## src/include/slt_defines.svh

```systemverilog
`ifndef SLT_DEFINES_SVH
`define SLT_DEFINES_SVH

// ==========================================================================
// Register indices (byte address is four times the index)
`define SLT_IDX_PIN_POL     10'h1E4
`define SLT_IDX_PAT_CTRL    10'h1E5
`define SLT_IDX_REPEAT      10'h1E6
`define SLT_IDX_SYNC_SYSREF 10'h1E7
`define SLT_IDX_ALIGN_CTRL  10'h1F0
`define SLT_IDX_USER_LO     10'h1F1
`define SLT_IDX_USER_HI     10'h1F2
`define SLT_IDX_STATUS      10'h1F3

// ==========================================================================
// Field positions
`define SLT_POL_INV_BIT     5
`define SLT_SYM_INV_BIT     1
`define SLT_SEL_MSB         5
`define SLT_SEL_LSB         4
`define SLT_MODE_MSB        3
`define SLT_MODE_LSB        0
`define SLT_SYSREF_PD_BIT   3
`define SLT_SYNC_DIFF_BIT   2
`define SLT_DELAY_MSB       7
`define SLT_DELAY_LSB       4
`define SLT_AMODE_MSB       3
`define SLT_AMODE_LSB       2

// ==========================================================================
// Reset values and pattern constants
`define SLT_RST_REG         8'h00
`define SLT_RST_ALIGN_CTRL  8'h04
`define SLT_PN23_SEED       23'h7FFFFF
`define SLT_PN9_SEED        9'h1FF
`define SLT_CHECKER_WORD    16'hAAAA
`define SLT_JPAT_SEED       16'hBE07

`endif

```

## src/include/slt_pkg.sv

```systemverilog
// ==========================================================================
// Types shared by the link control block
package slt_pkg;

  typedef enum logic [3:0] {
    SLT_TM_OFF      = 4'h0,
    SLT_TM_CHECKER  = 4'h1,
    SLT_TM_TOGGLE   = 4'h2,
    SLT_TM_PN_LONG  = 4'h3,
    SLT_TM_PN_SHORT = 4'h4,
    SLT_TM_USER_REP = 4'h5,
    SLT_TM_USER_ONE = 4'h6,
    SLT_TM_RAMP     = 4'h7,
    SLT_TM_RPAT     = 4'h8,
    SLT_TM_UNUSED   = 4'h9,
    SLT_TM_JSPAT    = 4'hA,
    SLT_TM_JTSPAT   = 4'hB
  } slt_test_mode_type;

  typedef enum logic [1:0] {
    SLT_INS_FRAMER    = 2'h0,
    SLT_INS_PHY       = 2'h1,
    SLT_INS_SCRAMBLER = 2'h2
  } slt_insert_type;

  typedef enum logic [2:0] {
    SLT_LS_SYNC  = 3'h0,
    SLT_LS_WAIT  = 3'h1,
    SLT_LS_DELAY = 3'h2,
    SLT_LS_ALIGN = 3'h3,
    SLT_LS_DATA  = 3'h4
  } slt_link_state_type;

  typedef struct packed {
    logic [15:0] i;
    logic [15:0] q;
  } slt_sample_type;

  typedef struct packed {
    logic [7:0] pin_pol;
    logic [7:0] pat_ctrl;
    logic [7:0] repeat_cnt;
    logic [7:0] sync_sysref;
    logic [7:0] align_ctrl;
    logic [7:0] user_lo;
    logic [7:0] user_hi;
  } slt_regs_type;

  typedef struct packed {
    slt_regs_type       regs;
    logic               ack;
    logic [31:0]        dat;
    slt_link_state_type link_state;
    logic [3:0]         delay_cnt;
    logic [7:0]         ilas_cnt;
    logic [22:0]        pn_long;
    logic [8:0]         pn_short;
    logic [15:0]        ramp;
    logic               toggle;
    logic               single_done;
    logic [2:0]         pat_idx;
    logic               sync_asserted;
    logic               sysref_event;
    logic               ilas_active;
    slt_sample_type     framer;
    logic [7:0]         octet;
    logic [9:0]         symbol;
  } slt_state_type;

endpackage : slt_pkg

```

## src/core/slt_link_ctrl.sv

```systemverilog
// Summary of operation
// - Sync request counts as asserted when low, or when high once the polarity bit is set.
// - With symbol inversion set, every bit of each 10-bit symbol is inverted on its way out.
// - The insertion select puts test data at the framer (00), PHY (01) or scrambler (10) input.
// - Mode codes give off, checkerboard, word toggle, long PN, short PN, RPAT, JSPAT, JTSPAT.
// - Mode 0101 repeats the user word and mode 0110 sends it only once.
// - Mode 0111 is a ramp, and in single-lane use Q equals I minus one.
// - The alignment sequence is sent repeat count plus one multiframes.
// - SYSREF receiver power-down hides all SYSREF pulses.
// - The sync input select picks the single-ended receiver at 0 and the differential at 1.
// - Alignment starts on the first multiframe edge after sync release, plus a delay.
// - Alignment mode 01 runs one alignment phase, mode 11 runs it without end.
//
// Chosen here: the Wishbone interface to the registers.
`timescale 1ns/1ps
`include "slt_defines.svh"

module slt_link_ctrl
  import slt_pkg::*;
(
  input  wire logic           CLOCK,
  input  wire logic           RST,
  input  wire logic           WB_CYC_I,
  input  wire logic           WB_STB_I,
  input  wire logic           WB_WE_I,
  input  wire logic [11:0]    WB_ADR_I,
  input  wire logic [3:0]     WB_SEL_I,
  input  wire logic [31:0]    WB_DAT_I,
  output logic      [31:0]    WB_DAT_O,
  output logic                WB_ACK_O,
  input  wire logic           SYNC_REQ_CMOS,
  input  wire logic           SYNC_REQ_DIFF,
  input  wire logic           SYSREF_IN,
  input  wire logic           LMFC_EDGE,
  input  wire logic           SINGLE_LANE,
  input  wire slt_sample_type SAMPLE_IN,
  input  wire logic [7:0]     OCTET_IN,
  input  wire logic [9:0]     SYMBOL_IN,
  output slt_sample_type      FRAMER_OUT,
  output logic      [7:0]     OCTET_OUT,
  output logic      [9:0]     SYMBOL_OUT,
  output logic                SYNC_ASSERTED,
  output logic                SYNC_DIFF_SELECT,
  output logic                SYSREF_RX_POWERDOWN,
  output logic                SYSREF_EVENT,
  output logic                ILAS_ACTIVE
);

  // ========================================================================
  // State and decoded fields
  slt_state_type     s;
  slt_state_type     next_s;
  slt_test_mode_type mode;
  slt_insert_type    ins_sel;
  logic [9:0]        reg_idx;
  logic [7:0]        rd_byte;
  logic              test_on;
  logic              sync_line;
  logic [15:0]       gen_i;
  logic [15:0]       gen_q;
  logic [15:0]       jpat;
  logic [15:0]       user_word;
  logic [9:0]        sym_pre;
  logic [3:0]        align_delay;
  logic [1:0]        align_mode;

  // PN generators advance sixteen bits per clock to fill one word
  function automatic logic [22:0] slt_pn23_step(input logic [22:0] v);
    logic [22:0] r;
    r = v;
    for (int k = 0; k < 16; k++) begin
      r = {r[21:0], r[22] ^ r[17]};
    end
    return r;
  endfunction : slt_pn23_step

  function automatic logic [8:0] slt_pn9_step(input logic [8:0] v);
    logic [8:0] r;
    r = v;
    for (int k = 0; k < 16; k++) begin
      r = {r[7:0], r[8] ^ r[4]};
    end
    return r;
  endfunction : slt_pn9_step

  // Field decode; codes 11 of the select and 1001/11xx of the mode leave data alone
  assign mode        = slt_test_mode_type'(s.regs.pat_ctrl[`SLT_MODE_MSB:`SLT_MODE_LSB]);
  assign ins_sel     = slt_insert_type'(s.regs.pat_ctrl[`SLT_SEL_MSB:`SLT_SEL_LSB]);
  assign align_delay = s.regs.align_ctrl[`SLT_DELAY_MSB:`SLT_DELAY_LSB];
  assign align_mode  = s.regs.align_ctrl[`SLT_AMODE_MSB:`SLT_AMODE_LSB];
  assign user_word   = {s.regs.user_hi, s.regs.user_lo};
  assign reg_idx     = WB_ADR_I[11:2];
  assign test_on     = (mode != SLT_TM_OFF) && (mode != SLT_TM_UNUSED) && (mode <= SLT_TM_JTSPAT);

  // Receiver choice, then polarity
  assign sync_line = s.regs.sync_sysref[`SLT_SYNC_DIFF_BIT] ? SYNC_REQ_DIFF : SYNC_REQ_CMOS;

  // ========================================================================
  // Register read mux; unmapped indices read as zero
  always_comb begin
    case (reg_idx)
      `SLT_IDX_PIN_POL:     rd_byte = s.regs.pin_pol;
      `SLT_IDX_PAT_CTRL:    rd_byte = s.regs.pat_ctrl;
      `SLT_IDX_REPEAT:      rd_byte = s.regs.repeat_cnt;
      `SLT_IDX_SYNC_SYSREF: rd_byte = s.regs.sync_sysref;
      `SLT_IDX_ALIGN_CTRL:  rd_byte = s.regs.align_ctrl;
      `SLT_IDX_USER_LO:     rd_byte = s.regs.user_lo;
      `SLT_IDX_USER_HI:     rd_byte = s.regs.user_hi;
      `SLT_IDX_STATUS:      rd_byte = {1'b0, s.link_state, s.ilas_active, s.sync_asserted,
                                       s.single_done, 1'b0};
      default:              rd_byte = 8'h00;
    endcase
  end

  // ========================================================================
  // Pattern words; the JESD-style fills are a rotating seed, not exact sequences
  always_comb begin
    jpat = (`SLT_JPAT_SEED << s.pat_idx) | (`SLT_JPAT_SEED >> (5'd16 - {2'b00, s.pat_idx}));
    case (mode)
      SLT_TM_CHECKER:  gen_i = s.toggle ? `SLT_CHECKER_WORD : ~`SLT_CHECKER_WORD;
      SLT_TM_TOGGLE:   gen_i = s.toggle ? 16'hFFFF : 16'h0000;
      SLT_TM_PN_LONG:  gen_i = s.pn_long[15:0];
      SLT_TM_PN_SHORT: gen_i = {s.pn_short[6:0], s.pn_short};
      SLT_TM_USER_REP: gen_i = user_word;
      SLT_TM_USER_ONE: gen_i = s.single_done ? 16'h0000 : user_word;
      SLT_TM_RAMP:     gen_i = s.ramp;
      SLT_TM_RPAT:     gen_i = jpat;
      SLT_TM_JSPAT:    gen_i = s.pat_idx[0] ? ~jpat : jpat;
      SLT_TM_JTSPAT:   gen_i = jpat ^ 16'h00FF;
      default:         gen_i = 16'h0000;
    endcase
    // Only the ramp separates I and Q
    if (mode == SLT_TM_RAMP && SINGLE_LANE) begin
      gen_q = s.ramp - 16'h0001;
    end else begin
      gen_q = gen_i;
    end
  end

  // ========================================================================
  // Next-state logic for bus, generators, datapath and alignment sequencer
  always_comb begin
    next_s = s;

    // Bus answer one cycle after the request; write lands on the acked edge
    next_s.ack = WB_CYC_I && WB_STB_I && !s.ack;
    if (WB_CYC_I && WB_STB_I && !s.ack) begin
      next_s.dat = {24'h000000, rd_byte};
    end
    if (WB_CYC_I && WB_STB_I && s.ack && WB_WE_I && WB_SEL_I[0]) begin
      case (reg_idx)
        `SLT_IDX_PIN_POL:     next_s.regs.pin_pol     = WB_DAT_I[7:0];
        `SLT_IDX_PAT_CTRL: begin
          next_s.regs.pat_ctrl = WB_DAT_I[7:0];
          next_s.single_done   = 1'b0;
        end
        `SLT_IDX_REPEAT:      next_s.regs.repeat_cnt  = WB_DAT_I[7:0];
        `SLT_IDX_SYNC_SYSREF: next_s.regs.sync_sysref = WB_DAT_I[7:0];
        `SLT_IDX_ALIGN_CTRL:  next_s.regs.align_ctrl  = WB_DAT_I[7:0];
        `SLT_IDX_USER_LO:     next_s.regs.user_lo     = WB_DAT_I[7:0];
        `SLT_IDX_USER_HI:     next_s.regs.user_hi     = WB_DAT_I[7:0];
        default:              next_s.regs = s.regs;
      endcase
    end

    // Generators run only while testing, so a test entered from mode off starts from the seed
    if (test_on) begin
      next_s.toggle   = !s.toggle;
      next_s.pn_long  = slt_pn23_step(s.pn_long);
      next_s.pn_short = slt_pn9_step(s.pn_short);
      next_s.ramp     = s.ramp + 16'h0001;
      next_s.pat_idx  = s.pat_idx + 3'h1;
    end else begin
      next_s.toggle   = 1'b0;
      next_s.pn_long  = `SLT_PN23_SEED;
      next_s.pn_short = `SLT_PN9_SEED;
      next_s.ramp     = 16'h0000;
      next_s.pat_idx  = 3'h0;
    end
    // Set after the write clear, so a word already sent is never forgotten
    if (mode == SLT_TM_USER_ONE) begin
      next_s.single_done = 1'b1;
    end

    // Substitute only at the chosen point; later stages pass their input
    if (test_on && ins_sel == SLT_INS_FRAMER) begin
      next_s.framer = '{i: gen_i, q: gen_q};
    end else begin
      next_s.framer = SAMPLE_IN;
    end
    next_s.octet = (test_on && ins_sel == SLT_INS_SCRAMBLER) ? gen_i[7:0] : OCTET_IN;
    sym_pre      = (test_on && ins_sel == SLT_INS_PHY) ? gen_i[9:0] : SYMBOL_IN;
    next_s.symbol = s.regs.pin_pol[`SLT_SYM_INV_BIT] ? ~sym_pre : sym_pre;

    // Sync level and SYSREF gate
    next_s.sync_asserted = s.regs.pin_pol[`SLT_POL_INV_BIT] ? sync_line : !sync_line;
    next_s.sysref_event  = SYSREF_IN && !s.regs.sync_sysref[`SLT_SYSREF_PD_BIT];

    // Alignment sequencer, paced by multiframe edges
    case (s.link_state)
      SLT_LS_SYNC: begin
        next_s.ilas_active = 1'b0;
        if (!s.sync_asserted) begin
          next_s.link_state = SLT_LS_WAIT;
        end
      end
      SLT_LS_WAIT: begin
        if (LMFC_EDGE) begin
          if (align_delay == 4'h0) begin
            next_s.link_state  = (align_mode[0]) ? SLT_LS_ALIGN : SLT_LS_DATA;
            next_s.ilas_active = align_mode[0];
            next_s.ilas_cnt    = 8'h00;
          end else begin
            next_s.delay_cnt  = align_delay;
            next_s.link_state = SLT_LS_DELAY;
          end
        end
      end
      SLT_LS_DELAY: begin
        if (LMFC_EDGE) begin
          next_s.delay_cnt = s.delay_cnt - 4'h1;
          if (s.delay_cnt == 4'h1) begin
            next_s.link_state  = (align_mode[0]) ? SLT_LS_ALIGN : SLT_LS_DATA;
            next_s.ilas_active = align_mode[0];
            next_s.ilas_cnt    = 8'h00;
          end
        end
      end
      SLT_LS_ALIGN: begin
        // Continuous mode leaves only on a sync request; useful as a link-layer soak
        if (LMFC_EDGE && align_mode != 2'b11) begin
          if (s.ilas_cnt == s.regs.repeat_cnt) begin
            next_s.link_state  = SLT_LS_DATA;
            next_s.ilas_active = 1'b0;
          end else begin
            next_s.ilas_cnt = s.ilas_cnt + 8'h01;
          end
        end
      end
      SLT_LS_DATA: next_s.ilas_active = 1'b0;
      default: begin
        next_s.link_state  = SLT_LS_SYNC;
        next_s.ilas_active = 1'b0;
      end
    endcase
    // A fresh sync request aborts whatever the link was doing
    if (s.sync_asserted) begin
      next_s.link_state  = SLT_LS_SYNC;
      next_s.ilas_active = 1'b0;
    end
  end

  // ========================================================================
  // State register
  always_ff @(posedge CLOCK or posedge RST) begin
    if (RST) begin
      s                 <= '0;
      s.regs.align_ctrl <= `SLT_RST_ALIGN_CTRL;
      s.pn_long         <= `SLT_PN23_SEED;
      s.pn_short        <= `SLT_PN9_SEED;
      s.link_state      <= SLT_LS_SYNC;
    end else begin
      s <= next_s;
    end
  end

  // Outputs are state fields
  assign WB_DAT_O            = s.dat;
  assign WB_ACK_O            = s.ack;
  assign FRAMER_OUT          = s.framer;
  assign OCTET_OUT           = s.octet;
  assign SYMBOL_OUT          = s.symbol;
  assign SYNC_ASSERTED       = s.sync_asserted;
  assign SYNC_DIFF_SELECT    = s.regs.sync_sysref[`SLT_SYNC_DIFF_BIT];
  assign SYSREF_RX_POWERDOWN = s.regs.sync_sysref[`SLT_SYSREF_PD_BIT];
  assign SYSREF_EVENT        = s.sysref_event;
  assign ILAS_ACTIVE         = s.ilas_active;
endmodule : slt_link_ctrl

```

## config.mk

```make
export PLATFORM = sky130hd
export DESIGN_NAME = slt_link_ctrl
export DESIGN_NICKNAME = d
export VERILOG_FILES = /design/src/include/slt_pkg.sv /design/src/core/slt_link_ctrl.sv
export VERILOG_INCLUDE_DIRS = /design/src /design/src/include
export SDC_FILE = /design/constraint.sdc
export NUM_CORES = 1
export LEC_CHECK = 0
export BUFFER_PORTS_ARGS = -buffer_cell sky130_fd_sc_hd__buf_4
export CAP_MARGIN = 0
export CORE_ASPECT_RATIO = 1.4
export CORE_MARGIN = 2
export CORE_UTILIZATION = 40
export DETAILED_ROUTE_END_ITERATION = 12
export PLACE_DENSITY_LB_ADDON = 0.12
export SLEW_MARGIN = 0
export SYNTH_ARGS = -nofsm -noshare
export SYNTH_HDL_FRONTEND = slang
export SYNTH_SLANG_ARGS = --single-unit
```

## constraint.sdc

```tcl
create_clock -name CLOCK -period 9.4 [get_ports CLOCK]
set_input_delay 1.41 -clock CLOCK [delete_from_list [all_inputs] [get_ports CLOCK]]
set_output_delay 1.41 -clock CLOCK [all_outputs]
set_load 0.03 [all_outputs]
```

==> Flow_metrics.wiki, run 1 <==
{| class="wikitable"
! Metric !! Value
|-
| Element type at the critical path start || flop
|-
| Total routed wirelength || 30100 um
|-
| Synth-to-Final Area Change || 11.9%
|-
| Top cells by instance count after synthesis || sky130_fd_sc_hd__dfrtp_1, sky130_fd_sc_hd__nand2_1, sky130_fd_sc_hd__buf_4
|-
| Combinational family with the most area after synthesis || simple AND/OR/NAND/NOR gates
|-
| Setup crit end kind || flop
|-
| Internal power || 1.31 mW
|-
| # Max-Cap Violations || 0
|-
| RSZ-0062 raised after global routing || no
|-
| Deepest clock path buffer count || 2
|-
| Final ANT Viol Nets || 0
|-
| Clock transition time at the flip-flop clock pins of the worst setup and hold paths || 70 ps
|-
| Post-CTS setup repair buffer count || 0
|-
| # IOs || 196
|-
| Cell with the most instances after synthesis || sky130_fd_sc_hd__dfrtp_1
|-
| Number of buffers created by CTS || 17
|-
| Portion of total power attributed to the clock network || 40.6%
|-
| Most Frequent Cell on Critical Path || sky130_fd_sc_hd__ha_1
|-
| Vias in the first global route || 7736
|-
| Total of hold buffers inserted after clock tree synthesis || 0
|-
| Number of buffers inserted by port buffering || 142
|-
| Slew at the pin closest to its max-slew limit || 1040 ps
|-
| Crit path arrival time || 3960 ps
|-
| Pins over their slew limit || 0
|-
| Net switching share of the total power || 26.8%
|-
| Wire per inst || 19.9 um
|-
| Synth top area share || 34.8%
|-
| Drt first pass iters || 5
|-
| Count of flip-flops with a built-in enable after synthesis || 0
|-
| Mux cell area share after synthesis || 10.6%
|-
| Number of antenna violations at the first check in global routing || 0
|-
| Synthesized cell area || 0.0110 mm^2
|-
| Die boundary height || 200 um
|-
| Hold Violations, Final || 0
|-
| Synthesized netlist cell count || 1092
|-
| Ys async rst share || 100%
|-
| Worst relative slew slack || 30.4%
|-
| Number of violations reported at the end of detailed-routing iteration 0 || 352
|-
| Fin nets || 1264
|-
| Largest clock skew in the final design || 11.5 ps
|-
| Number of sinks handled by clock tree synthesis || 186
|-
| Series of cell instances along the critical path || inv_1, ha_1, ha_1, nor2b_1, nand3_1, a21bo_2, a221oi_1, a21oi_2, xor2_1
|-
| DRC violations left || 0
|-
| Outcome || finished clean
|-
| Power Dens Cells || 145 mW/mm^2
|-
| Sequential cell fraction of total power || 47.6%
|-
| Full die area || 0.0288 mm^2
|-
| XOR/XNOR share of the synthesized area || 6.21%
|-
| Maximum achievable frequency || 273 MHz
|-
| Effective utilization at floorplan || 40.8%
|-
| Yosys reg bits || 186
|-
| Static Leak || 5.61 nW
|-
| Critical path start-end classification || reg2reg
|-
| Global-route wire length before repair || 46000 um
|-
| Slowest stage delay, CP || 810 ps
|-
| Fill cell count || 2577
|-
| TritonCTS clock tree || yes
|-
| Synth Warn # || 0
|-
| Critical Path Fanout Max || 11
|-
| Post-route minimum period || 3670 ps
|-
| Master cell of the clock root buffer || sky130_fd_sc_hd__clkbuf_16
|-
| Share of the synthesized area in compound gates (AO/OA/AOI/OAI) || 13.4%
|-
| Avg Vias per Cell || 5.25
|-
| Power after layout || 1.79 mW
|-
| Finish-stage setup viols || 0
|-
| Level count of the clock H-tree || 4
|-
| Die X || 144 um
|-
| Accumulated negative setup slack || 0 ps
|-
| Row Count || 71
|-
| Clock latency of the later-clocked register in the worst-skew pair || 440 ps
|-
| Critical path required time || 9700 ps
|-
| Synthesized-area fraction occupied by and/or/nand/nor cells || 15.6%
|-
| Routed vias || 7957
|-
| Top cells by area, synth || sky130_fd_sc_hd__dfrtp_1, sky130_fd_sc_hd__dfstp_2, sky130_fd_sc_hd__mux2_2, sky130_fd_sc_hd__buf_4, sky130_fd_sc_hd__nand2_1
|-
| Share of post-route cells with drive strength above 1 || 27.7%
|-
| Synth Area in Adders || 2.05%
|-
| DPL Wire Length || 22200 um
|-
| Placeable core region || 0.0269 mm^2
|-
| Largest area contributor in the netlist || sky130_fd_sc_hd__dfrtp_1
|-
| Primary FF master, synth || sky130_fd_sc_hd__dfrtp_1
|-
| Final GP Congestion || 0.959
|-
| Family of cells with the greatest summed delay on the critical path || compound AO/OA/AOI/OAI gates
|-
| Critical-path cell with the highest stage delay || sky130_fd_sc_hd__a221oi_1
|-
| Maximum number of pins on one net before global-route repair || 117
|-
| Net switching power || 0.480 mW
|-
| Diode insertion count for antenna repair || 0
|-
| Distinct cell type count of the synthesized netlist || 83
|-
| Hold crit path type || reg2reg
|-
| Logic pwr share || 11.8%
|-
| Buffers and inverters on the worst path || 1
|-
| Total global routing overflow || 0
|-
| Largest voltage drop on the vdd net || 0.131 mV
|-
| Share of the yosys chip area belonging to registers || 42.7%
|-
| Resized cells post-CTS || 0
|-
| Final critical-path share of the clock period || 39.0%
|-
| GRT Util Overall || 21.1%
|-
| Average cell area after synthesis || 10.1 um^2
|}
==> flip-flops by register name, summed over array words and instances, names as in the netlist <==
name,cells
ins_sel,2
s,110
OCTET_OUT,8
SYNC_DIFF_SELECT,1
WB_ACK_O,1
align_mode,2
WB_DAT_O,8
ILAS_ACTIVE,1
FRAMER_OUT,32
SYNC_ASSERTED,1
align_delay,4
SYSREF_EVENT,1
SYSREF_RX_POWERDOWN,1
SYMBOL_OUT,10
mode,4
==> power by group through the flow <==
stage | Combinational [mW] | Sequential (mW) | Clock, mW
2_1_floorplan | 0.172 | 0.852 | 0
3_3_place_gp | 0.212 | 0.865 | 0
3_5_place_dp | 0.214 | 0.865 | 0
4_1_cts | 0.215 | 0.850 | 0.743
5_1_grt | 0.235 | 0.855 | 0.774
6_report | 0.212 | 0.851 | 0.726
==> area by class of cell <==
class | count | area (um^2) | share of cell area, %
multi-input combinational | 764 | 5360 | 43.6
sequential | 186 | 4700 | 38.2
timing repair buffer | 150 | 1130 | 9.15
tap | 365 | 457 | 3.71
clock buffer | 19 | 443 | 3.60
clock inverter | 13 | 141 | 1.15
inverter | 19 | 78.8 | 0.641
==> cell usage in the layout, fill, tap and decap left out, types with 5 or more instances in the layout <==
cell type / instances
sky130_fd_sc_hd__o31ai_1: 5
sky130_fd_sc_hd__nand2_1: 127
sky130_fd_sc_hd__dfrtp_1: 153
sky130_fd_sc_hd__a22oi_1: 19
sky130_fd_sc_hd__buf_4: 150
sky130_fd_sc_hd__inv_1: 18
sky130_fd_sc_hd__clkbuf_16: 17
sky130_fd_sc_hd__a221oi_1: 7
sky130_fd_sc_hd__and3_1: 8
sky130_fd_sc_hd__and2_1: 7
sky130_fd_sc_hd__xnor2_1: 40
sky130_fd_sc_hd__nor3_1: 14
sky130_fd_sc_hd__a211oi_1: 8
sky130_fd_sc_hd__o21ai_0: 66
sky130_fd_sc_hd__dfstp_2: 33
sky130_fd_sc_hd__nand3b_1: 5
sky130_fd_sc_hd__nor3b_1: 9
sky130_fd_sc_hd__a31oi_1: 8
sky130_fd_sc_hd__nor2_1: 60
sky130_fd_sc_hd__a22o_1: 11
sky130_fd_sc_hd__nor2b_1: 17
sky130_fd_sc_hd__o211ai_1: 6
sky130_fd_sc_hd__ha_1: 18
sky130_fd_sc_hd__nor4_1: 5
sky130_fd_sc_hd__mux2_2: 65
sky130_fd_sc_hd__mux2i_1: 30
sky130_fd_sc_hd__conb_1: 24
sky130_fd_sc_hd__nand2b_1: 18
sky130_fd_sc_hd__a21oi_1: 33
sky130_fd_sc_hd__a211o_1: 5
sky130_fd_sc_hd__nand3_1: 24
sky130_fd_sc_hd__mux4_2: 6
sky130_fd_sc_hd__xor2_1: 38
==> worst min-delay path, stage by stage, from the launching register on <==
cell and delay (ps):
sky130_fd_sc_hd__dfrtp_1 340, sky130_fd_sc_hd__nand2_1 40, sky130_fd_sc_hd__o21ai_0 60
==> logic make-up (layout without fill, tap and decap cells) <==
family / after synthesis / after routing
multiplexers: 101 / 101
adder cells (fa/ha/maj): 18 / 18
XOR/XNOR: 78 / 78
AO/OA/AOI/OAI: 212 / 212
buffers and inverters: 165 / 201
AND/OR/NAND/NOR: 331 / 331
other: 1 / 24
flip-flops: 186 / 186
==> final timing paths <==
path	startpoint	endpoint	slack, ps	cells after the start
max reg2reg	s[53]$_DFF_PP0_	SYMBOL_OUT[7]$_DFF_PP0_	5730	9
min in group asynchronous	RST	s[53]$_DFF_PP0_	1090	2
min reg2reg	WB_DAT_O[0]$_DFFE_PP0P_	WB_DAT_O[0]$_DFFE_PP0P_	480	2
max	s[53]$_DFF_PP0_	SYMBOL_OUT[7]$_DFF_PP0_	5730	9
max in group asynchronous	RST	s[66]$_DFF_PP0_	6870	3
min	WB_DAT_O[0]$_DFFE_PP0P_	WB_DAT_O[0]$_DFFE_PP0P_	480	2
==> per-layer routing <==
metal | vias to the layer above | GRT usage (%) | share of wire [%]
met1 | 3898 | 24.9 | 40
met3 | 38 | 3.13 | 4.0
met2 | 207 | 38.0 | 53
met4 | 0 | 7.98 | 3.3
li1 | 3814 | - | -
met5 | - | 0 | 0
==> metrics by stage <==
step | instances | cell area (um^2) | setup slack (ps) | hold WS [ps] | util, %
floorplan | 1115 | 11100 | 2990 | 451 | -
global placement | 1484 | 11700 | 5690 | 469 | 43.5
detailed placement | 1484 | 11700 | 5720 | 471 | 43.5
CTS | 1516 | 12300 | 5710 | 486 | 45.7
global route | 1516 | 12300 | 5550 | 506 | 45.7
finish | 1516 | 12300 | 5730 | 478 | 45.7
Power figures use the tool's default switching activity.
==> run 2: changes to the inputs <==
==> constraint.sdc (replaced) <==
create_clock -name CLOCK -period 3.1 [get_ports CLOCK]
set_input_delay 0.465 -clock CLOCK [delete_from_list [all_inputs] [get_ports CLOCK]]
set_output_delay 0.465 -clock CLOCK [all_outputs]
set_load 0.03 [all_outputs]
==> run 2 against run 1 <==
- worst setup slack got worse by 5600 ps
- critical endpoint is now SYMBOL_OUT[0]$_DFF_PP0_
- critical path depth rose by 1
- combinational power grew to 3.0 times the previous value
- core utilization grew 0.87 points
- highest routed layer unchanged
==> Flow_metrics.wiki, run 2 (synthesis results as in run 1) <==
{| class="wikitable"
! Metric !! Value
|-
| Outcome || finished clean (unchanged)
|-
| Fill cell count || 2619 (was 2577)
|-
| Worst relative slew slack || 43.2% (was 30.4%)
|-
| Power Dens Cells || 422 mW/mm^2 (was 145 mW/mm^2)
|-
| Family of cells with the greatest summed delay on the critical path || compound AO/OA/AOI/OAI gates (unchanged)
|-
| Post-placement cell area || 0.0120 mm^2 (was 0.0117 mm^2)
|-
| Total global routing overflow || 0 (unchanged)
|-
| GR peak layer || met2 (unchanged)
|-
| Largest voltage drop on the vdd net || 0.385 mV (was 0.131 mV)
|-
| Largest register by flop count || s (unchanged)
|-
| Hold crit path type || in2async (was reg2reg)
|-
| Maximum achievable frequency || 338 MHz (was 273 MHz)
|-
| Master cell of the clock root buffer || sky130_fd_sc_hd__clkbuf_16 (unchanged)
|-
| Critical Path Fanout Max || 6 (was 11)
|-
| Static Leak || 5.76 nW (was 5.61 nW)
|-
| Global routing met3 resource utilization || 2.94% (was 3.13%)
|-
| Final ANT Viol Nets || 0 (unchanged)
|-
| Largest clock skew in the final design || 9.70 ps (was 11.5 ps)
|-
| Element type at the critical path start || flop (unchanged)
|-
| Number of flip-flops under the largest register name || 110 (unchanged)
|-
| Crit path arrival time || 3250 ps (was 3960 ps)
|-
| Critical path required time || 3390 ps (was 9700 ps)
|-
| # IOs || 196 (unchanged)
|-
| Vias in the first global route || 8040 (was 7736)
|-
| Share of post-route cells with drive strength above 1 || 29.8% (was 27.7%)
|-
| Number of sinks handled by clock tree synthesis || 186 (unchanged)
|-
| Clock latency of the later-clocked register in the worst-skew pair || 430 ps (was 440 ps)
|-
| Final Instance Area || 0.0125 mm^2 (was 0.0123 mm^2)
|-
| Drt first pass iters || 4 (was 5)
|-
| Buffers and inverters on the worst path || 2 (was 1)
|-
| Pins over their slew limit || 0 (unchanged)
|-
| Number of violations reported at the end of detailed-routing iteration 0 || 374 (was 352)
|-
| Global-route wire length before repair || 46300 um (was 46000 um)
|-
| Number of buffers inserted by port buffering || 142 (unchanged)
|-
| Wire per inst || 19.4 um (was 19.9 um)
|-
| DP Worst Slack || 145 ps (was 5720 ps)
|-
| Placeable core region || 0.0269 mm^2 (unchanged)
|-
| Level count of the clock H-tree || 4 (unchanged)
|-
| Final GP Congestion || 0.896 (was 0.959)
|-
| DRC violations left || 0 (unchanged)
|-
| Global routing met1 resource utilization || 24.8% (was 24.9%)
|-
| Critical path start-end classification || reg2reg (unchanged)
|-
| Deepest clock path buffer count || 2 (unchanged)
|-
| Setup slack of the worst register-to-register path || 140 ps (was 5730 ps)
|-
| Total of hold buffers inserted after clock tree synthesis || 0 (unchanged)
|-
| Avg Vias per Cell || 5.24 (was 5.25)
|-
| DPL Wire Length || 22900 um (was 22200 um)
|-
| Finish-stage setup viols || 0 (unchanged)
|-
| Maximum number of pins on one net before global-route repair || 123 (was 117)
|-
| Diode insertion count for antenna repair || 0 (unchanged)
|-
| Post-route minimum period || 2960 ps (was 3670 ps)
|-
| Critical-path cell with the highest stage delay || sky130_fd_sc_hd__a2111o_1 (was sky130_fd_sc_hd__a221oi_1)
|-
| FF+latch area || 0.00470 mm^2 (unchanged)
|-
| Number of buffers created by CTS || 17 (unchanged)
|-
| Final WS setup || 138 ps (was 5730 ps)
|-
| Row Count || 71 (unchanged)
|-
| Synth-to-Final Area Change || 14.0% (was 11.9%)
|-
| GRT Util Overall || 21.2% (was 21.1%)
|-
| Hold Violations, Final || 0 (unchanged)
|-
| Number of antenna violations at the first check in global routing || 0 (unchanged)
|-
| Series of cell instances along the critical path || inv_1, ha_1, inv_1, ha_1, mux2_2, o211ai_1, mux2i_1, a2111o_1, mux2i_1, xnor2_1 (was inv_1, ha_1, ha_1, nor2b_1, nand3_1, a21bo_2, a221oi_1, a21oi_2, xor2_1)
|-
| Post-CTS setup repair buffer count || 0 (unchanged)
|-
| Fin nets || 1299 (was 1264)
|-
| Slew at the pin closest to its max-slew limit || 852 ps (was 1040 ps)
|-
| Die X || 144 um (unchanged)
|-
| RSZ-0062 raised after global routing || no (unchanged)
|-
| Routed vias || 8132 (was 7957)
|-
| Multi-input gate area in the final layout || 0.00536 mm^2 (unchanged)
|-
| GR met2 Demand/Resource || 38.0% (about the same)
|-
| Accumulated negative setup slack || 0 ps (unchanged)
|-
| Resized cells post-CTS || 0 (unchanged)
|-
| Slowest stage delay, CP || 580 ps (was 810 ps)
|-
| Commonest non-fill, non-tap cell in the layout || sky130_fd_sc_hd__buf_4 (was sky130_fd_sc_hd__dfrtp_1)
|-
| Effective utilization at floorplan || 40.8% (unchanged)
|-
| Setup crit end kind || flop (unchanged)
|-
| # Max-Cap Violations || 0 (unchanged)
|-
| Die boundary height || 200 um (unchanged)
|-
| TritonCTS clock tree || yes (unchanged)
|-
| Clock transition time at the flip-flop clock pins of the worst setup and hold paths || 70 ps (about the same)
|-
| Commonest non-fill, non-tap cells in the layout || sky130_fd_sc_hd__buf_4, sky130_fd_sc_hd__dfrtp_1, sky130_fd_sc_hd__nand2_1 (was sky130_fd_sc_hd__dfrtp_1, sky130_fd_sc_hd__buf_4, sky130_fd_sc_hd__nand2_1)
|-
| Total routed wirelength || 30200 um (was 30100 um)
|-
| Final critical-path share of the clock period || 95.5% (was 39.0%)
|-
| Full die area || 0.0288 mm^2 (unchanged)
|}
[run 2: cell count changes in the layout (fill, tap and decap cells not counted)]
cell	before	now
sky130_fd_sc_hd__buf_4	150	184
sky130_fd_sc_hd__inv_6	4	0
sky130_fd_sc_hd__clkinv_2	3	6
sky130_fd_sc_hd__clkinv_4	1	3
sky130_fd_sc_hd__buf_12	0	1
sky130_fd_sc_hd__bufinv_16	2	1
sky130_fd_sc_hd__clkbuf_1	1	2
sky130_fd_sc_hd__inv_8	1	0
[run 2: final cells by class]
| cell class | count | area share, % |
|---|---|---|
| repair buffers | 185 | 11.2 |
| multi-input cells | 764 | 42.7 |
| clock inverters | 12 | 0.808 |
| well taps | 365 | 3.64 |
| clock buffers | 20 | 3.56 |
| flip-flops and latches | 186 | 37.5 |
| inverters | 19 | 0.599 |
[run 2: tightest hold or removal path: cells and delay by family]
kind     cells  cell delay [ps]
buf+inv      3              660
[run 2: worst paths after layout]
kind / depth (start not counted) / end / from
min: 3 / s[209]$_DFFE_PP0P_ / RST
max reg2reg: 10 / SYMBOL_OUT[0]$_DFF_PP0_ / s[54]$_DFF_PP0_
max in group asynchronous: 3 / s[71]$_DFF_PP0_ / RST
min reg2reg: 1 / WB_DAT_O[1]$_DFFE_PP0P_ / WB_DAT_O[1]$_DFFE_PP0P_
max: 10 / SYMBOL_OUT[0]$_DFF_PP0_ / s[54]$_DFF_PP0_
min in group CLOCK: 3 / FRAMER_OUT[18]$_DFF_PP0_ / SAMPLE_IN[18]
[run 2: where the power goes]
group	total, mW	switching, mW	internal, mW	leakage (nW)
Combinational	0.642	0.386	0.256	3.13
Sequential	2.58	0.0767	2.50	2.36
Clock	2.07	0.948	1.12	0.269
[run 2: metrics by stage]
step	hold slack, ps	power [mW]	util, %	instances
after floorplan	451	3.11	-	1115
after global placement	471	3.27	44.5	1519
after detailed placement	467	3.27	44.5	1519
after CTS	208	5.35	46.6	1551
after global routing	209	5.53	46.6	1551
final	215	5.29	46.6	1551
[run 2: layer usage]
layer,vias to the layer above,wire (um)
met2,212,16000
met5,-,0
met4,0,1140
met3,52,1020
li1,3878,-
met1,3990,12000
==> run 3: changes to the inputs <==
--- a/config.mk
+++ b/config.mk
@@ -7,13 +7,12 @@
 export NUM_CORES = 1
 export LEC_CHECK = 0
 export BUFFER_PORTS_ARGS = -buffer_cell sky130_fd_sc_hd__buf_4
-export CAP_MARGIN = 0
+export CAP_MARGIN = 20
 export CORE_ASPECT_RATIO = 1.4
 export CORE_MARGIN = 2
-export CORE_UTILIZATION = 40
+export CORE_UTILIZATION = 25
 export DETAILED_ROUTE_END_ITERATION = 12
 export PLACE_DENSITY_LB_ADDON = 0.12
-export SLEW_MARGIN = 0
 export SYNTH_ARGS = -nofsm -noshare
 export SYNTH_HDL_FRONTEND = slang
 export SYNTH_SLANG_ARGS = --single-unit
==> run 3 against run 2 <==
- sequential share of layout area decreased by 0.87 points
- register-to-register slack improved by 20 ps
- total power up 4.2%
- sequential power about the same
- first-iteration DRC count up 25%
- global-route usage shrank 5.5 points
- non-clock buffer count unchanged
- worst setup slack improved by 21 ps
- core utilization down 17 points
- routed wire length increased by 18%
- largest power group unchanged
==> Flow_metrics.wiki, run 3 (synthesis results as in run 1) <==
{| class="wikitable"
! Metric !! Value
|-
| Outcome || finished clean (unchanged)
|-
| Pins over their slew limit || 0 (unchanged)
|-
| Commonest non-fill, non-tap cell in the layout || sky130_fd_sc_hd__buf_4 (unchanged)
|-
| Commonest non-fill, non-tap cells in the layout || sky130_fd_sc_hd__buf_4, sky130_fd_sc_hd__dfrtp_1, sky130_fd_sc_hd__nand2_1 (unchanged)
|-
| Final Instance Area || 0.0128 mm^2 (was 0.0125 mm^2)
|-
| Hold Violations, Final || 0 (unchanged)
|-
| Setup slack of the worst register-to-register path || 160 ps (was 140 ps)
|-
| Total global routing overflow || 0 (unchanged)
|-
| Crit path arrival time || 3260 ps (was 3250 ps)
|-
| # IOs || 196 (unchanged)
|-
| DRC violations left || 0 (unchanged)
|-
| Share of post-route cells with drive strength above 1 || 29.9% (was 29.8%)
|-
| DP Worst Slack || 118 ps (was 145 ps)
|-
| Total routed wirelength || 35500 um (was 30200 um)
|-
| Final ANT Viol Nets || 0 (unchanged)
|-
| Accumulated negative setup slack || 0 ps (unchanged)
|-
| Level count of the clock H-tree || 4 (unchanged)
|-
| Diode insertion count for antenna repair || 0 (unchanged)
|-
| Slew at the pin closest to its max-slew limit || 756 ps (was 852 ps)
|-
| Static Leak || 5.77 nW (was 5.76 nW)
|-
| # Max-Cap Violations || 0 (unchanged)
|-
| Number of violations reported at the end of detailed-routing iteration 0 || 466 (was 374)
|-
| Fin nets || 1299 (unchanged)
|-
| Post-placement cell area || 0.0122 mm^2 (was 0.0120 mm^2)
|-
| Number of buffers inserted by port buffering || 142 (unchanged)
|-
| DPL Wire Length || 27200 um (was 22900 um)
|-
| Avg Vias per Cell || 4.71 (was 5.24)
|-
| GRT Util Overall || 15.7% (was 21.2%)
|-
| Die X || 181 um (was 144 um)
|-
| TritonCTS clock tree || yes (unchanged)
|-
| Multi-input gate area in the final layout || 0.00537 mm^2 (was 0.00536 mm^2)
|-
| Number of sinks handled by clock tree synthesis || 186 (unchanged)
|-
| Final critical-path share of the clock period || 94.9% (was 95.5%)
|-
| Row Count || 90 (was 71)
|-
| RSZ-0062 raised after global routing || no (unchanged)
|-
| Cell depth of the worst flop-to-flop path || 11 (was 10)
|-
| Deepest clock path buffer count || 2 (unchanged)
|-
| Number of buffers created by CTS || 17 (unchanged)
|-
| Resized cells post-CTS || 0 (unchanged)
|-
| Critical path start-end classification || reg2reg (unchanged)
|-
| Master cell of the clock root buffer || sky130_fd_sc_hd__clkbuf_16 (unchanged)
|-
| Maximum number of pins on one net before global-route repair || 87 (was 123)
|-
| Full die area || 0.0457 mm^2 (was 0.0288 mm^2)
|-
| Final WS setup || 159 ps (was 138 ps)
|-
| Post-route minimum period || 2940 ps (was 2960 ps)
|-
| Largest clock skew in the final design || 17.4 ps (was 9.70 ps)
|-
| Vias in the first global route || 8466 (was 8040)
|-
| Post-CTS setup repair buffer count || 0 (unchanged)
|-
| Fill cell count || 4590 (was 2619)
|-
| Routed vias || 8179 (was 8132)
|-
| Element type at the critical path start || flop (unchanged)
|-
| Hold crit path type || in2async (unchanged)
|-
| Largest voltage drop on the vdd net || 0.310 mV (was 0.385 mV)
|-
| Synth-to-Final Area Change || 16.8% (was 14.0%)
|-
| Drt first pass iters || 6 (was 4)
|-
| Setup crit end kind || flop (unchanged)
|-
| Global-route wire length before repair || 53700 um (was 46300 um)
|-
| Finish-stage setup viols || 0 (unchanged)
|-
| Wire per inst || 20.4 um (was 19.4 um)
|-
| Startpoint of the worst-slack reg-to-reg timing path || s[54]$_DFF_PP0_ (unchanged)
|-
| Maximum achievable frequency || 340 MHz (was 338 MHz)
|-
| Effective utilization at floorplan || 25.4% (was 40.8%)
|-
| Clock transition time at the flip-flop clock pins of the worst setup and hold paths || 90 ps (was 70 ps)
|-
| Power Dens Cells || 429 mW/mm^2 (was 422 mW/mm^2)
|-
| Number of flip-flops under the largest register name || 110 (unchanged)
|-
| Critical Path Fanout Max || 6 (unchanged)
|-
| Number of antenna violations at the first check in global routing || 0 (unchanged)
|-
| Placeable core region || 0.0432 mm^2 (was 0.0269 mm^2)
|-
| Worst relative slew slack || 49.6% (was 43.2%)
|-
| Critical path required time || 3410 ps (was 3390 ps)
|-
| Total of hold buffers inserted after clock tree synthesis || 0 (unchanged)
|-
| Largest register by flop count || s (unchanged)
|-
| Final GP Congestion || 0.852 (was 0.896)
|-
| Clock latency of the later-clocked register in the worst-skew pair || 460 ps (was 430 ps)
|-
| Die boundary height || 252 um (was 200 um)
|-
| FF+latch area || 0.00470 mm^2 (unchanged)
|-
| Capture point of the worst reg-to-reg path || SYMBOL_OUT[2]$_DFF_PP0_ (was SYMBOL_OUT[0]$_DFF_PP0_)
|}
[run 3: changes by cell type in the layout (fill, tap and decap cells not counted), moves of 2 or more]
cell                         previous run  this run
sky130_fd_sc_hd__inv_6                  0         2
sky130_fd_sc_hd__clkinv_2               6         0
sky130_fd_sc_hd__clkbuf_1               2         0
sky130_fd_sc_hd__clkinv_4               3         0
sky130_fd_sc_hd__clkinv_8               0         2
sky130_fd_sc_hd__clkinvlp_4             3         5
sky130_fd_sc_hd__inv_8                  0         6
[run 3: worst max path at each step]
stage	from	to	slack, ps	cells past startpoint
floorplan	RST	FRAMER_OUT[0]$_DFF_PP0_	270	1
global placement	s[54]$_DFF_PP0_	SYMBOL_OUT[4]$_DFF_PP0_	140	10
detailed placement	s[54]$_DFF_PP0_	SYMBOL_OUT[4]$_DFF_PP0_	120	10
CTS	s[54]$_DFF_PP0_	SYMBOL_OUT[4]$_DFF_PP0_	100	10
global route	s[54]$_DFF_PP0_	FRAMER_OUT[2]$_DFF_PP0_	10	11
finish	s[54]$_DFF_PP0_	SYMBOL_OUT[2]$_DFF_PP0_	160	11
[run 3: cell type report]
cell class | instances | share of cell area, %
Multi-Input combinational cell | 764 | 41.8
Sequential cell | 186 | 36.6
Timing Repair Buffer | 185 | 11.0
Tap cell | 552 | 5.38
Clock buffer | 17 | 3.31
Clock inverter | 15 | 1.28
Inverter | 19 | 0.585
[run 3: stage by stage]
step	total power, mW	hold slack (ps)	std cells	utilization, %
finish	5.51	69.7	1738	29.7
floorplan	3.11	451	1115	-
detailed placement	3.31	478	1706	28.3
CTS	5.61	72.1	1738	29.7
global route	5.76	91.2	1738	29.7
global placement	3.30	472	1706	28.3
[run 3: per-layer routing]
layer	vias to the layer above	part of all wire, %	global-route usage, %
met2	239	53	29.0
met1	3995	40	17.8
met5	-	0	0
met4	0	3.4	6.13
li1	3891	-	-
met3	54	4.3	2.85
[run 3: critical path: stages, from the launching register on]
cell	delay (ps)
sky130_fd_sc_hd__dfrtp_1	440
sky130_fd_sc_hd__inv_1	120
sky130_fd_sc_hd__ha_1	230
sky130_fd_sc_hd__inv_1	100
sky130_fd_sc_hd__ha_1	340
sky130_fd_sc_hd__buf_4	180
sky130_fd_sc_hd__or2_1	220
sky130_fd_sc_hd__a221oi_2	280
sky130_fd_sc_hd__mux2i_1	130
sky130_fd_sc_hd__a2111o_1	470
sky130_fd_sc_hd__mux2i_1	200
sky130_fd_sc_hd__xnor2_1	90
[run 3: power breakdown]
group	internal, mW	switching [mW]
registers	2.50	0.0698
clock network	1.09	1.17
logic	0.265	0.415
total	3.85	1.66
